## src/hw/adcr_pkg.sv

```systemverilog
// Constants, register map and carrier types of the converter control block.
// Assumes a single 125 MHz clock and an 8-bit processor register bus.
package adcr_pkg;

  // Width of one conversion code and of the processor data bus.
  localparam int unsigned CODE_W = 10;
  localparam int unsigned BUS_W = 8;
  localparam int unsigned ADDR_W = 4;
  localparam int unsigned NUM_RES = 4;

  // Conversion time of one channel, 8.06 us, and the system clock period.
  localparam int unsigned CONV_TIME_NS = 8060;
  localparam int unsigned CLK_PERIOD_NS = 8;
  localparam int unsigned CONV_CYC = (CONV_TIME_NS + CLK_PERIOD_NS - 1) / CLK_PERIOD_NS;

  // Byte offsets on the register bus.
  localparam logic [ADDR_W-1:0] OFS_RES_FIRST_HI = 4'h0;
  localparam logic [ADDR_W-1:0] OFS_RES_LAST_LO = 4'h7;
  localparam logic [ADDR_W-1:0] OFS_CSR = 4'h8;
  localparam logic [ADDR_W-1:0] OFS_TRIG_SEL = 4'h9;

  // Field positions of the control/status register.
  localparam int unsigned CSR_FLAG_BIT = 7;
  localparam int unsigned CSR_IE_BIT = 6;
  localparam int unsigned CSR_START_BIT = 5;
  localparam int unsigned CSR_SCAN_BIT = 4;
  localparam int unsigned CSR_CH_LSB = 0;
  localparam int unsigned CH_W = 3;

  // Field position of the trigger select bits.
  localparam int unsigned TRIG_SEL_LSB = 6;

  // Number of zero bits below a left-aligned code.
  localparam int unsigned RES_PAD_W = 16 - CODE_W;

  // Reset values.
  localparam logic [BUS_W-1:0] BYTE_ZERO = 8'h00;
  localparam logic [CODE_W-1:0] CODE_ZERO = 10'h000;
  localparam logic [CH_W-1:0] CH_ZERO = 3'h0;

  // Start sources that may launch a conversion besides software.
  typedef enum logic [1:0] {
    ADCR_TRIG_SW_ONLY = 2'b00,
    ADCR_TRIG_TIMER = 2'b01,
    ADCR_TRIG_EXT = 2'b10,
    ADCR_TRIG_NONE = 2'b11
  } adcr_trig_e;

  // Software view of the control/status register.
  typedef struct packed {
    logic conv_end_flag;
    logic conv_end_irq_enable;
    logic conv_start_bit;
    logic scan;
    logic [CH_W-1:0] ch;
  } adcr_csr_s;

  // Processor register access.
  typedef struct packed {
    logic rd;
    logic wr;
    logic [ADDR_W-1:0] addr;
    logic [BUS_W-1:0] wdata;
  } adcr_bus_req_s;

endpackage

```

## src/hw/adcr_ctrl.sv

```systemverilog
// Converter control: result registers, byte-wise read, scan sequencing, end flag.
// Assumes a same-clock 8-bit register bus and an analog front end on code_in.
module adcr_ctrl #(
  parameter int unsigned CONV_CYC = adcr_pkg::CONV_CYC
) (
  input wire logic clk,
  input wire logic sys_rst,
  input wire logic bus_rd,
  input wire logic bus_wr,
  input wire logic [adcr_pkg::ADDR_W-1:0] bus_addr,
  input wire logic [adcr_pkg::BUS_W-1:0] bus_wdata,
  output logic [adcr_pkg::BUS_W-1:0] bus_rdata,
  input wire logic eight_bit_timer_trig,
  input wire logic ext_conv_trigger_n,
  input wire logic standby_req,
  input wire logic [adcr_pkg::CODE_W-1:0] code_in,
  output logic [adcr_pkg::CH_W-1:0] input_sel,
  output logic conv_end_irq
);

  typedef struct packed {
    adcr_pkg::adcr_csr_s csr;
    adcr_pkg::adcr_trig_e trig;
    logic flag_seen;
    logic [adcr_pkg::NUM_RES-1:0][adcr_pkg::CODE_W-1:0] res;
    logic [adcr_pkg::BUS_W-1:0] temp;
    logic [adcr_pkg::CH_W-1:0] cur;
    logic go;
    logic issued;
    logic abort;
    logic [adcr_pkg::BUS_W-1:0] rdata;
    logic irq;
    logic ext_s1;
    logic ext_s2;
    logic ext_s3;
  } adcr_ctrl_s;

  adcr_ctrl_s s_r;
  adcr_ctrl_s s_nxt;
  adcr_pkg::adcr_bus_req_s req;

  logic tmr_busy;
  logic tmr_done;
  logic [adcr_pkg::CODE_W-1:0] tmr_code;

  // Left-aligned 16-bit view of a stored code with zero padding below.
  function automatic logic [15:0] res_word(input logic [adcr_pkg::CODE_W-1:0] code);
    res_word = {code, {adcr_pkg::RES_PAD_W{1'b0}}};
  endfunction

  // First input of a conversion: the selected one, or the group base in scan.
  function automatic logic [adcr_pkg::CH_W-1:0] first_ch(
    input logic scan,
    input logic [adcr_pkg::CH_W-1:0] ch
  );
    first_ch = scan ? {ch[2], 2'b00} : ch;
  endfunction

  // Control/status register packed into its byte.
  function automatic logic [adcr_pkg::BUS_W-1:0] csr_byte(input adcr_pkg::adcr_csr_s c);
    logic [adcr_pkg::BUS_W-1:0] b;
    b = adcr_pkg::BYTE_ZERO;
    b[adcr_pkg::CSR_FLAG_BIT] = c.conv_end_flag;
    b[adcr_pkg::CSR_IE_BIT] = c.conv_end_irq_enable;
    b[adcr_pkg::CSR_START_BIT] = c.conv_start_bit;
    b[adcr_pkg::CSR_SCAN_BIT] = c.scan;
    b[adcr_pkg::CSR_CH_LSB +: adcr_pkg::CH_W] = c.ch;
    csr_byte = b;
  endfunction

  assign req.rd = bus_rd;
  assign req.wr = bus_wr;
  assign req.addr = bus_addr;
  assign req.wdata = bus_wdata;

  adcr_conv_timer #(
    .CONV_CYC(CONV_CYC)
  ) u_timer (
    .clk(clk),
    .sys_rst(sys_rst),
    .go(s_r.go),
    .abort(s_r.abort),
    .code_in(code_in),
    .busy(tmr_busy),
    .done(tmr_done),
    .code(tmr_code)
  );

  always_comb begin
    logic ext_edge;
    logic hw_trig;
    logic start_req;
    logic flag_set;
    logic flag_clr;
    logic [1:0] slot;
    logic [adcr_pkg::CH_W-1:0] last;
    logic [15:0] word;
    ext_edge = 1'b0;
    hw_trig = 1'b0;
    start_req = 1'b0;
    flag_set = 1'b0;
    flag_clr = 1'b0;
    slot = 2'b00;
    last = adcr_pkg::CH_ZERO;
    word = 16'h0000;
    s_nxt = s_r;
    s_nxt.go = 1'b0;
    s_nxt.abort = 1'b0;

    // Two-stage synchroniser on the pin, then a falling-edge detect.
    s_nxt.ext_s1 = ext_conv_trigger_n;
    s_nxt.ext_s2 = s_r.ext_s1;
    s_nxt.ext_s3 = s_r.ext_s2;
    ext_edge = s_r.ext_s3 && !s_r.ext_s2;

    // Hardware start sources as selected.
    hw_trig = ((s_r.trig == adcr_pkg::ADCR_TRIG_TIMER) && eight_bit_timer_trig) ||
              ((s_r.trig == adcr_pkg::ADCR_TRIG_EXT) && ext_edge);

    // Register reads, answered from a flip-flop one cycle later.
    if (req.rd) begin
      slot = req.addr[2:1];
      word = res_word(s_r.res[slot]);
      if (req.addr <= adcr_pkg::OFS_RES_LAST_LO) begin
        if (!req.addr[0]) begin
          s_nxt.rdata = word[15:8];
          s_nxt.temp = word[7:0];
        end else begin
          s_nxt.rdata = s_r.temp;
        end
      end else if (req.addr == adcr_pkg::OFS_CSR) begin
        s_nxt.rdata = csr_byte(s_r.csr);
        if (s_r.csr.conv_end_flag) begin
          s_nxt.flag_seen = 1'b1;
        end
      end else if (req.addr == adcr_pkg::OFS_TRIG_SEL) begin
        s_nxt.rdata = adcr_pkg::BYTE_ZERO;
        s_nxt.rdata[adcr_pkg::TRIG_SEL_LSB +: 2] = s_r.trig;
      end else begin
        s_nxt.rdata = adcr_pkg::BYTE_ZERO;
      end
    end

    // Register writes; result registers ignore writes.
    if (req.wr) begin
      if (req.addr == adcr_pkg::OFS_CSR) begin
        s_nxt.csr.conv_end_irq_enable = req.wdata[adcr_pkg::CSR_IE_BIT];
        s_nxt.csr.scan = req.wdata[adcr_pkg::CSR_SCAN_BIT];
        s_nxt.csr.ch = req.wdata[adcr_pkg::CSR_CH_LSB +: adcr_pkg::CH_W];
        s_nxt.csr.conv_start_bit = req.wdata[adcr_pkg::CSR_START_BIT];
        start_req = req.wdata[adcr_pkg::CSR_START_BIT];
        if (!req.wdata[adcr_pkg::CSR_FLAG_BIT] && s_r.flag_seen) begin
          flag_clr = 1'b1;
        end
      end else if (req.addr == adcr_pkg::OFS_TRIG_SEL) begin
        s_nxt.trig = adcr_pkg::adcr_trig_e'(req.wdata[adcr_pkg::TRIG_SEL_LSB +: 2]);
      end
    end

    if (hw_trig) begin
      s_nxt.csr.conv_start_bit = 1'b1;
      start_req = 1'b1;
    end

    // A fresh start loads the first input of the conversion.
    if (start_req && !s_r.csr.conv_start_bit) begin
      s_nxt.cur = first_ch(s_nxt.csr.scan, s_nxt.csr.ch);
    end

    // Standby ends any conversion.
    if (standby_req) begin
      s_nxt.csr.conv_start_bit = 1'b0;
    end

    // Conversion end: store the code, then advance or stop.
    last = s_r.csr.ch;
    if (tmr_done && s_r.issued) begin
      s_nxt.issued = 1'b0;
      s_nxt.res[s_r.cur[1:0]] = tmr_code;
      if (!s_r.csr.scan) begin
        flag_set = 1'b1;
        s_nxt.csr.conv_start_bit = 1'b0;
      end else if (s_r.cur == last) begin
        flag_set = 1'b1;
        s_nxt.cur = first_ch(s_r.csr.scan, s_r.csr.ch);
      end else begin
        s_nxt.cur = s_r.cur + 3'h1;
      end
    end else if (s_r.issued && !s_r.csr.conv_start_bit) begin
      s_nxt.abort = 1'b1;
      s_nxt.issued = 1'b0;
    end else if (s_r.csr.conv_start_bit && !s_r.issued && !tmr_busy) begin
      s_nxt.go = 1'b1;
      s_nxt.issued = 1'b1;
    end

    // Flag update: a set in the same cycle as a clear wins.
    if (flag_set) begin
      s_nxt.csr.conv_end_flag = 1'b1;
      s_nxt.flag_seen = 1'b0;
    end else if (flag_clr) begin
      s_nxt.csr.conv_end_flag = 1'b0;
      s_nxt.flag_seen = 1'b0;
    end

    s_nxt.irq = s_nxt.csr.conv_end_flag && s_nxt.csr.conv_end_irq_enable;
  end

  always_ff @(posedge clk) begin
    if (sys_rst) begin
      s_r <= '0;
      s_r.trig <= adcr_pkg::ADCR_TRIG_SW_ONLY;
      s_r.ext_s1 <= 1'b1;
      s_r.ext_s2 <= 1'b1;
      s_r.ext_s3 <= 1'b1;
    end else begin
      s_r <= s_nxt;
    end
  end

  assign bus_rdata = s_r.rdata;
  assign input_sel = s_r.cur;
  assign conv_end_irq = s_r.irq;

endmodule

```

## src/hw/adcr_conv_timer.sv

```systemverilog
// Times one channel conversion and captures the code from the analog front end.
// Assumes the front end presents a settled code on code_in when done fires.
module adcr_conv_timer #(
  parameter int unsigned CONV_CYC = adcr_pkg::CONV_CYC
) (
  input wire logic clk,
  input wire logic sys_rst,
  input wire logic go,
  input wire logic abort,
  input wire logic [adcr_pkg::CODE_W-1:0] code_in,
  output logic busy,
  output logic done,
  output logic [adcr_pkg::CODE_W-1:0] code
);

  localparam int unsigned CNT_W = $clog2(CONV_CYC + 1);
  localparam logic [CNT_W-1:0] CNT_LAST = CNT_W'(CONV_CYC - 1);
  localparam logic [CNT_W-1:0] CNT_ZERO = '0;
  localparam logic [CNT_W-1:0] CNT_ONE = CNT_W'(1);

  typedef struct packed {
    logic busy;
    logic done;
    logic [CNT_W-1:0] cnt;
    logic [adcr_pkg::CODE_W-1:0] code;
  } adcr_tmr_s;

  adcr_tmr_s s_r;
  adcr_tmr_s s_nxt;

  // Counts the conversion period and raises done for one cycle at its end.
  always_comb begin
    s_nxt = s_r;
    s_nxt.done = 1'b0;
    if (abort) begin
      s_nxt.busy = 1'b0;
      s_nxt.cnt = CNT_ZERO;
    end else if (go && !s_r.busy) begin
      s_nxt.busy = 1'b1;
      s_nxt.cnt = CNT_ZERO;
    end else if (s_r.busy) begin
      if (s_r.cnt == CNT_LAST) begin
        s_nxt.busy = 1'b0;
        s_nxt.done = 1'b1;
        s_nxt.code = code_in;
      end else begin
        s_nxt.cnt = s_r.cnt + CNT_ONE;
      end
    end
  end

  always_ff @(posedge clk) begin
    if (sys_rst) begin
      s_r <= '0;
    end else begin
      s_r <= s_nxt;
    end
  end

  assign busy = s_r.busy;
  assign done = s_r.done;
  assign code = s_r.code;

endmodule

```

## config.mk

```make
export PLATFORM = sky130hd
export DESIGN_NAME = adcr_ctrl
export DESIGN_NICKNAME = d
export VERILOG_FILES = /design/src/hw/adcr_pkg.sv /design/src/hw/adcr_ctrl.sv /design/src/hw/adcr_conv_timer.sv
export SDC_FILE = /design/constraint.sdc
export NUM_CORES = 1
export LEC_CHECK = 0
export BUFFER_PORTS_ARGS = -buffer_cell sky130_fd_sc_hd__buf_2
export CAP_MARGIN = 20
export CORE_ASPECT_RATIO = 0.75
export CORE_MARGIN = 2
export CORE_UTILIZATION = 45
export DETAILED_ROUTE_END_ITERATION = 16
export GPL_ROUTABILITY_DRIVEN = 1
export SLEW_MARGIN = 20
export SYNTH_ARGS = -nofsm -noshare
export SYNTH_HDL_FRONTEND = slang
export SYNTH_HIERARCHICAL = 1
export SYNTH_SLANG_ARGS = --single-unit
```

## constraint.sdc

```tcl
create_clock -name clk -period 5.2 [get_ports clk]
set_input_delay 1.56 -clock clk [delete_from_list [all_inputs] [get_ports clk]]
set_output_delay 1.56 -clock clk [all_outputs]
set_load 0.01 [all_outputs]
```

* Word level (Yosys, flattened, before mapping)
Cells that the tools add are included.
Storage, ports and cells: register bits 92, word-level logic and storage cells 113, input bits 29, output and inout port bits 12
Cells by class: add/sub/neg operators 2, reduce and logical (&&, ||, !) cells 29, bitwise gates (word level) 7, equality and inequality tests 6, multiplexer cells 40, $lt $le $gt $ge 4
Operator list (count):
- 40-bit bitwise mux | 1
- 10-bit two-way mux | 4
- 8-bit two-way mux | 5
- 22-bit two-way mux | 1
- 10-bit binary-select mux with 2-bit select | 1
- 10-bit demux with 2-bit select | 1
- 1-bit two-way mux | 17
- 1-bit logical AND | 12
- 3-bit two-way mux | 4
- 10-bit by 1-bit adder with 10-bit output (second input constant) | 1
- 10-bit equality test (second input constant) | 1
- 2-bit two-way mux | 5
- 3-bit OR reduction | 3
- 4-bit equality test (second input constant) | 2
- 4-bit AND reduction | 2
- 1-bit inverter | 7
- 2-bit by 3-bit less-than comparator with 1-bit output (second input constant) | 2
- 6-bit two-way mux | 1
- 3-bit AND reduction | 2
- 1-bit zero test | 5
- 4-bit by 3-bit <= comparator with 1-bit output (second input constant) | 1
- 2-bit OR reduction | 2
- 4-bit OR reduction | 1
- 3-bit by 1-bit adder with 3-bit output (second input constant) | 1
- other kinds (6) | 6

* Logic depth before layout (Yosys ltp)
depth after elaboration 9, gate-level depth with buffers 7, mapped depth without buffers 6

* Hierarchy
Netlist, hierarchy kept.
By module, submodules not included:
- adcr_ctrl | seq. area each 1401.3 um^2, instances 1, cells each 372, area each 3183.1 um^2
- adcr_conv_timer | seq. area each 440.4 um^2, instances 1, cells each 104, area each 989.7 um^2

* Worst setup path before layout
Ideal clock, no wire load.
path type input -> register, from input port bus_addr[3] (netlist bit), to register s_r, in the netlist input_sel[0], path slack 2.277 ns, arrival time 2.796 ns, path buffers 3, stages 7, setup time 0.127 ns, data required time 5.073 ns, cell sequence buf_4 > or3b_1 > buf_6 > or2_1 > buf_6 > mux2i_4 > o221ai_2
Between the ends: cells in the longest elaborated chain, start to end 8, elaborated cells on any way between the ends 11, those cells by class eq/ne (1); mux (9); reduce/logical (1)
Ends and longest elaborated chain:
- from (decl) | RTL line adcr_ctrl.sv:10 | input wire logic [adcr_pkg::ADDR_W-1:0] bus_addr,
- 4-bit equality test * | RTL line adcr_ctrl.sv:146 | if (req.addr == adcr_pkg::OFS_CSR) begin
- 1-bit two-way mux | RTL line adcr_ctrl.sv:146
- 1-bit two-way mux | RTL line adcr_ctrl.sv:145 | if (req.wr) begin
- 1-bit two-way mux | RTL line adcr_ctrl.sv:160 | if (hw_trig) begin
- 1-bit logical AND | RTL line adcr_ctrl.sv:166 | if (start_req && !s_r.csr.conv_start_bit) begin
- 3-bit two-way mux * | RTL line adcr_ctrl.sv:166
- 3-bit two-way mux | RTL line adcr_ctrl.sv:180 | if (!s_r.csr.scan) begin
- 3-bit two-way mux * | RTL line adcr_ctrl.sv:177 | if (tmr_done && s_r.issued) begin
- to (signal assigned) | RTL line adcr_ctrl.sv:217 | s_r <= s_nxt;
- to (decl) | RTL line adcr_ctrl.sv:38 | adcr_ctrl_s s_r;
Mark *: on every way between the ends. The rest lies on a longest branch, timed or not. A chain may end at the register's enable or synchronous reset.

* Worst setup path in the final report
from input port bus_addr[1] (netlist bit), to register s_r, in the netlist input_sel[1]
Same word-level chain as after synthesis.

==> results.cfg <==
[routing]
avgViaCountPerCell = 5.18
routed_wl_um = 9070
dr.pass1.iters = 4
vias = 3183
wl_per_cell_um = 14.8
drc = 0
drt_iter0_markers = 192
ant_nets = 0

[global_routing]
grt_max_degree = 44
grt_usage_pct = 19.3
grt_pass1_wl_um = 14900
grt_pass1_vias = 2900
grt-ovfl-total = 0
antenna_found_initial = 0

[synthesis]
synthTopCellsByArea = dfxtp_1 44%, nand2_1 8.9%, a21oi_1 7.0%, mux2i_1 5.8%, buf_4 4.5%
async_reset_ff_share_pct = 0
synth_seq_cells = 92
synthesis.area_mm2 = 0.00417
yosysTopAreaCell = dfxtp_1
syn_avg_cell_area_um2 = 8.77
synth_cell_types = 54
synth_warnings = 6
post-synth-top-area-fraction_pct = 44.1
synth-seq-area-share_pct = 44.1
synth_cells = 476
synth_edf_count = 0
mappedNetlistNets = 510
ys_dominant_reg_cell = dfxtp_1

[pwr]
finalPower_mw = 1.48
leakage_nw = 1.64
power_density_mw_per_mm2 = 323
ir_drop_mv = 0.183

[sta]
post-route-period-util_pct = 57.4
worst_clock_skew_ns = 0.00411
finalHoldViolCount = 0
rsz0062_at_grt = false
finalSetupViolCount = 0
worst_pin_slew_ns = 0.889
min_period_ns = 2.98
max_freq_ghz = 0.335
max_slew_margin_pct = 40.5
setup_tns_ns = 0
slew_viol_final = 0

[floorplan]
core_mm2 = 0.00905
num_rows = 30
die_x_um = 115
io-pin-count = 41
dieArea_mm2 = 0.0101
die_h_um = 87.4
start_util_pct = 46.1

[clock_tree]
cts_tree = built
cts_hold_buf = 0
cts_max_level = 3
clock-sinks = 92
cts_root_buf = clkbuf_16
clk_path_buf_depth = 2
ctsResizeCount = 0
numCtsBuffers = 9
clkSlewWorstSetupHoldPaths_ns = 0.06
cts_setup_buffers = 0
clkLatencyLatePin_ns = 0.34

[hold_path]
hp-class = flip-flop to flip-flop
min_path_cells = 1
min_to = s_nxt[0]
hold_start = s_nxt[1]

[worst_setup_path]
worstPathCellList = buf_2 > or3b_1 > nor2_8 > a21oi_1 > o21ai_0 > o221ai_1
r2r_start = u_timer/s_r[10]
r2r-end = u_timer/code[8]
cp-end-kind = flip-flop
worstPathRequired_ns = 5.40
worst_path_largest_cell_delay_ns = 0.57
arrival_ns = 3.19
crit_fanout = 13
rrSetupSlack_ns = 2.97
path_class = input pin to flip-flop
worstRegToRegCells = 5
start_kind = input pin
slowest_stage = or3b_1

[cells_and_area]
final_common_cell = nand2_1
final_layout_size_suffix_gt1_share_pct = 15.2
final_util_pct = 50.6
final_nets = 515
final_cell_mix = 99 x nand2_1, 92 x dfxtp_1, 58 x a21oi_1
areaGrowthSynthToFinish_pct = 9.78
antennaDiodeCount = 0

[placement]
gp_congestion = 0.788
place.port_buffers = 39
dpl.hpwl_um = 6220

[flow_run]
cap_viol_max_count = 0

[status]
status = complete, no violations
cell families after synthesis:
group | count (synthesis) | synth area share [%]
AOI/OAI and AO/OA | 84 | 11.6
xor gates and xnor gates | 8 | 1.68
adders and majority gates | 5 | 1.50
buffers and inverters | 50 | 7.35
DFF | 92 | 44.1
muxes | 34 | 10.9
and+or+nand+nor | 203 | 22.8
flip-flops by register name, summed over array words and instances (netlist names):
name          flops
input_sel         3
bus_rdata         8
s_r              56
u_timer/s_r      10
u_timer/busy      1
s_nxt             2
u_timer/done      1
conv_end_irq      1
u_timer/code     10
worst max-delay path: cells and delay by family:
| kind | cells | cell delay, ns |
|---|---|---|
| buf+inv | 1 | 0.23 |
| simple gates | 2 | 0.78 |
| compound gates | 3 | 0.61 |
worst max-delay path by stage:
| stage | end | depth (start not counted) | from | slack [ns] |
|---|---|---|---|---|
| floorplan | input_sel[0] | 7 | bus_addr[3] | 2.28 |
| global placement | input_sel[1] | 6 | bus_addr[1] | 1.87 |
| detailed placement | input_sel[1] | 6 | bus_addr[1] | 1.88 |
| CTS | input_sel[1] | 6 | bus_addr[1] | 2.23 |
| global route | input_sel[1] | 6 | bus_addr[1] | 2.11 |
| finish | input_sel[1] | 6 | bus_addr[1] | 2.22 |
final cells by class:
cell class | instances | area, um^2
Fill cell | 877 | 4470
Sequential cell | 92 | 1840
Clock buffer | 11 | 253
Multi-Input combinational cell | 334 | 2020
Clock inverter | 5 | 83.8
Inverter | 4 | 15.0
Tap cell | 128 | 160
Timing Repair Buffer | 40 | 203
per-layer routing:
layer | GRT usage [%] | vias up | routed length, um
li1 | - | 1623 | -
met1 | 27.8 | 1471 | 4600
met2 | 28.5 | 87 | 3760
met3 | 5.01 | 2 | 673
met4 | 5.59 | 0 | 35
met5 | 0 | - | 0
per-stage QoR:
stage	hold slack (ns)	area (um^2)	cells	worst slack, ns
2_1_floorplan	0.389	4170	476	2.28
3_3_place_gp	0.400	4240	598	1.87
3_5_place_dp	0.406	4240	598	1.88
4_1_cts	0.425	4580	614	2.23
5_1_grt	0.445	4580	614	2.11
6_report	0.419	4580	614	2.22
synth_stat cells (8+ instances only):
library cell	instances
nand2_1	99
nand2b_1	8
buf_4	25
a21oi_1	58
dfxtp_1	92
mux2i_1	24
nor2_1	40
o21ai_0	9
clkbuf_1	15
mux4_2	8
nor3_1	12
report_power, final:
part	leakage, nW	internal, mW	switching [mW]
Combinational	0.744	0.0196	0.0318
Clock	0.158	0.448	0.271
Sequential	0.742	0.707	0.00207
Power figures use the tool's default switching activity.
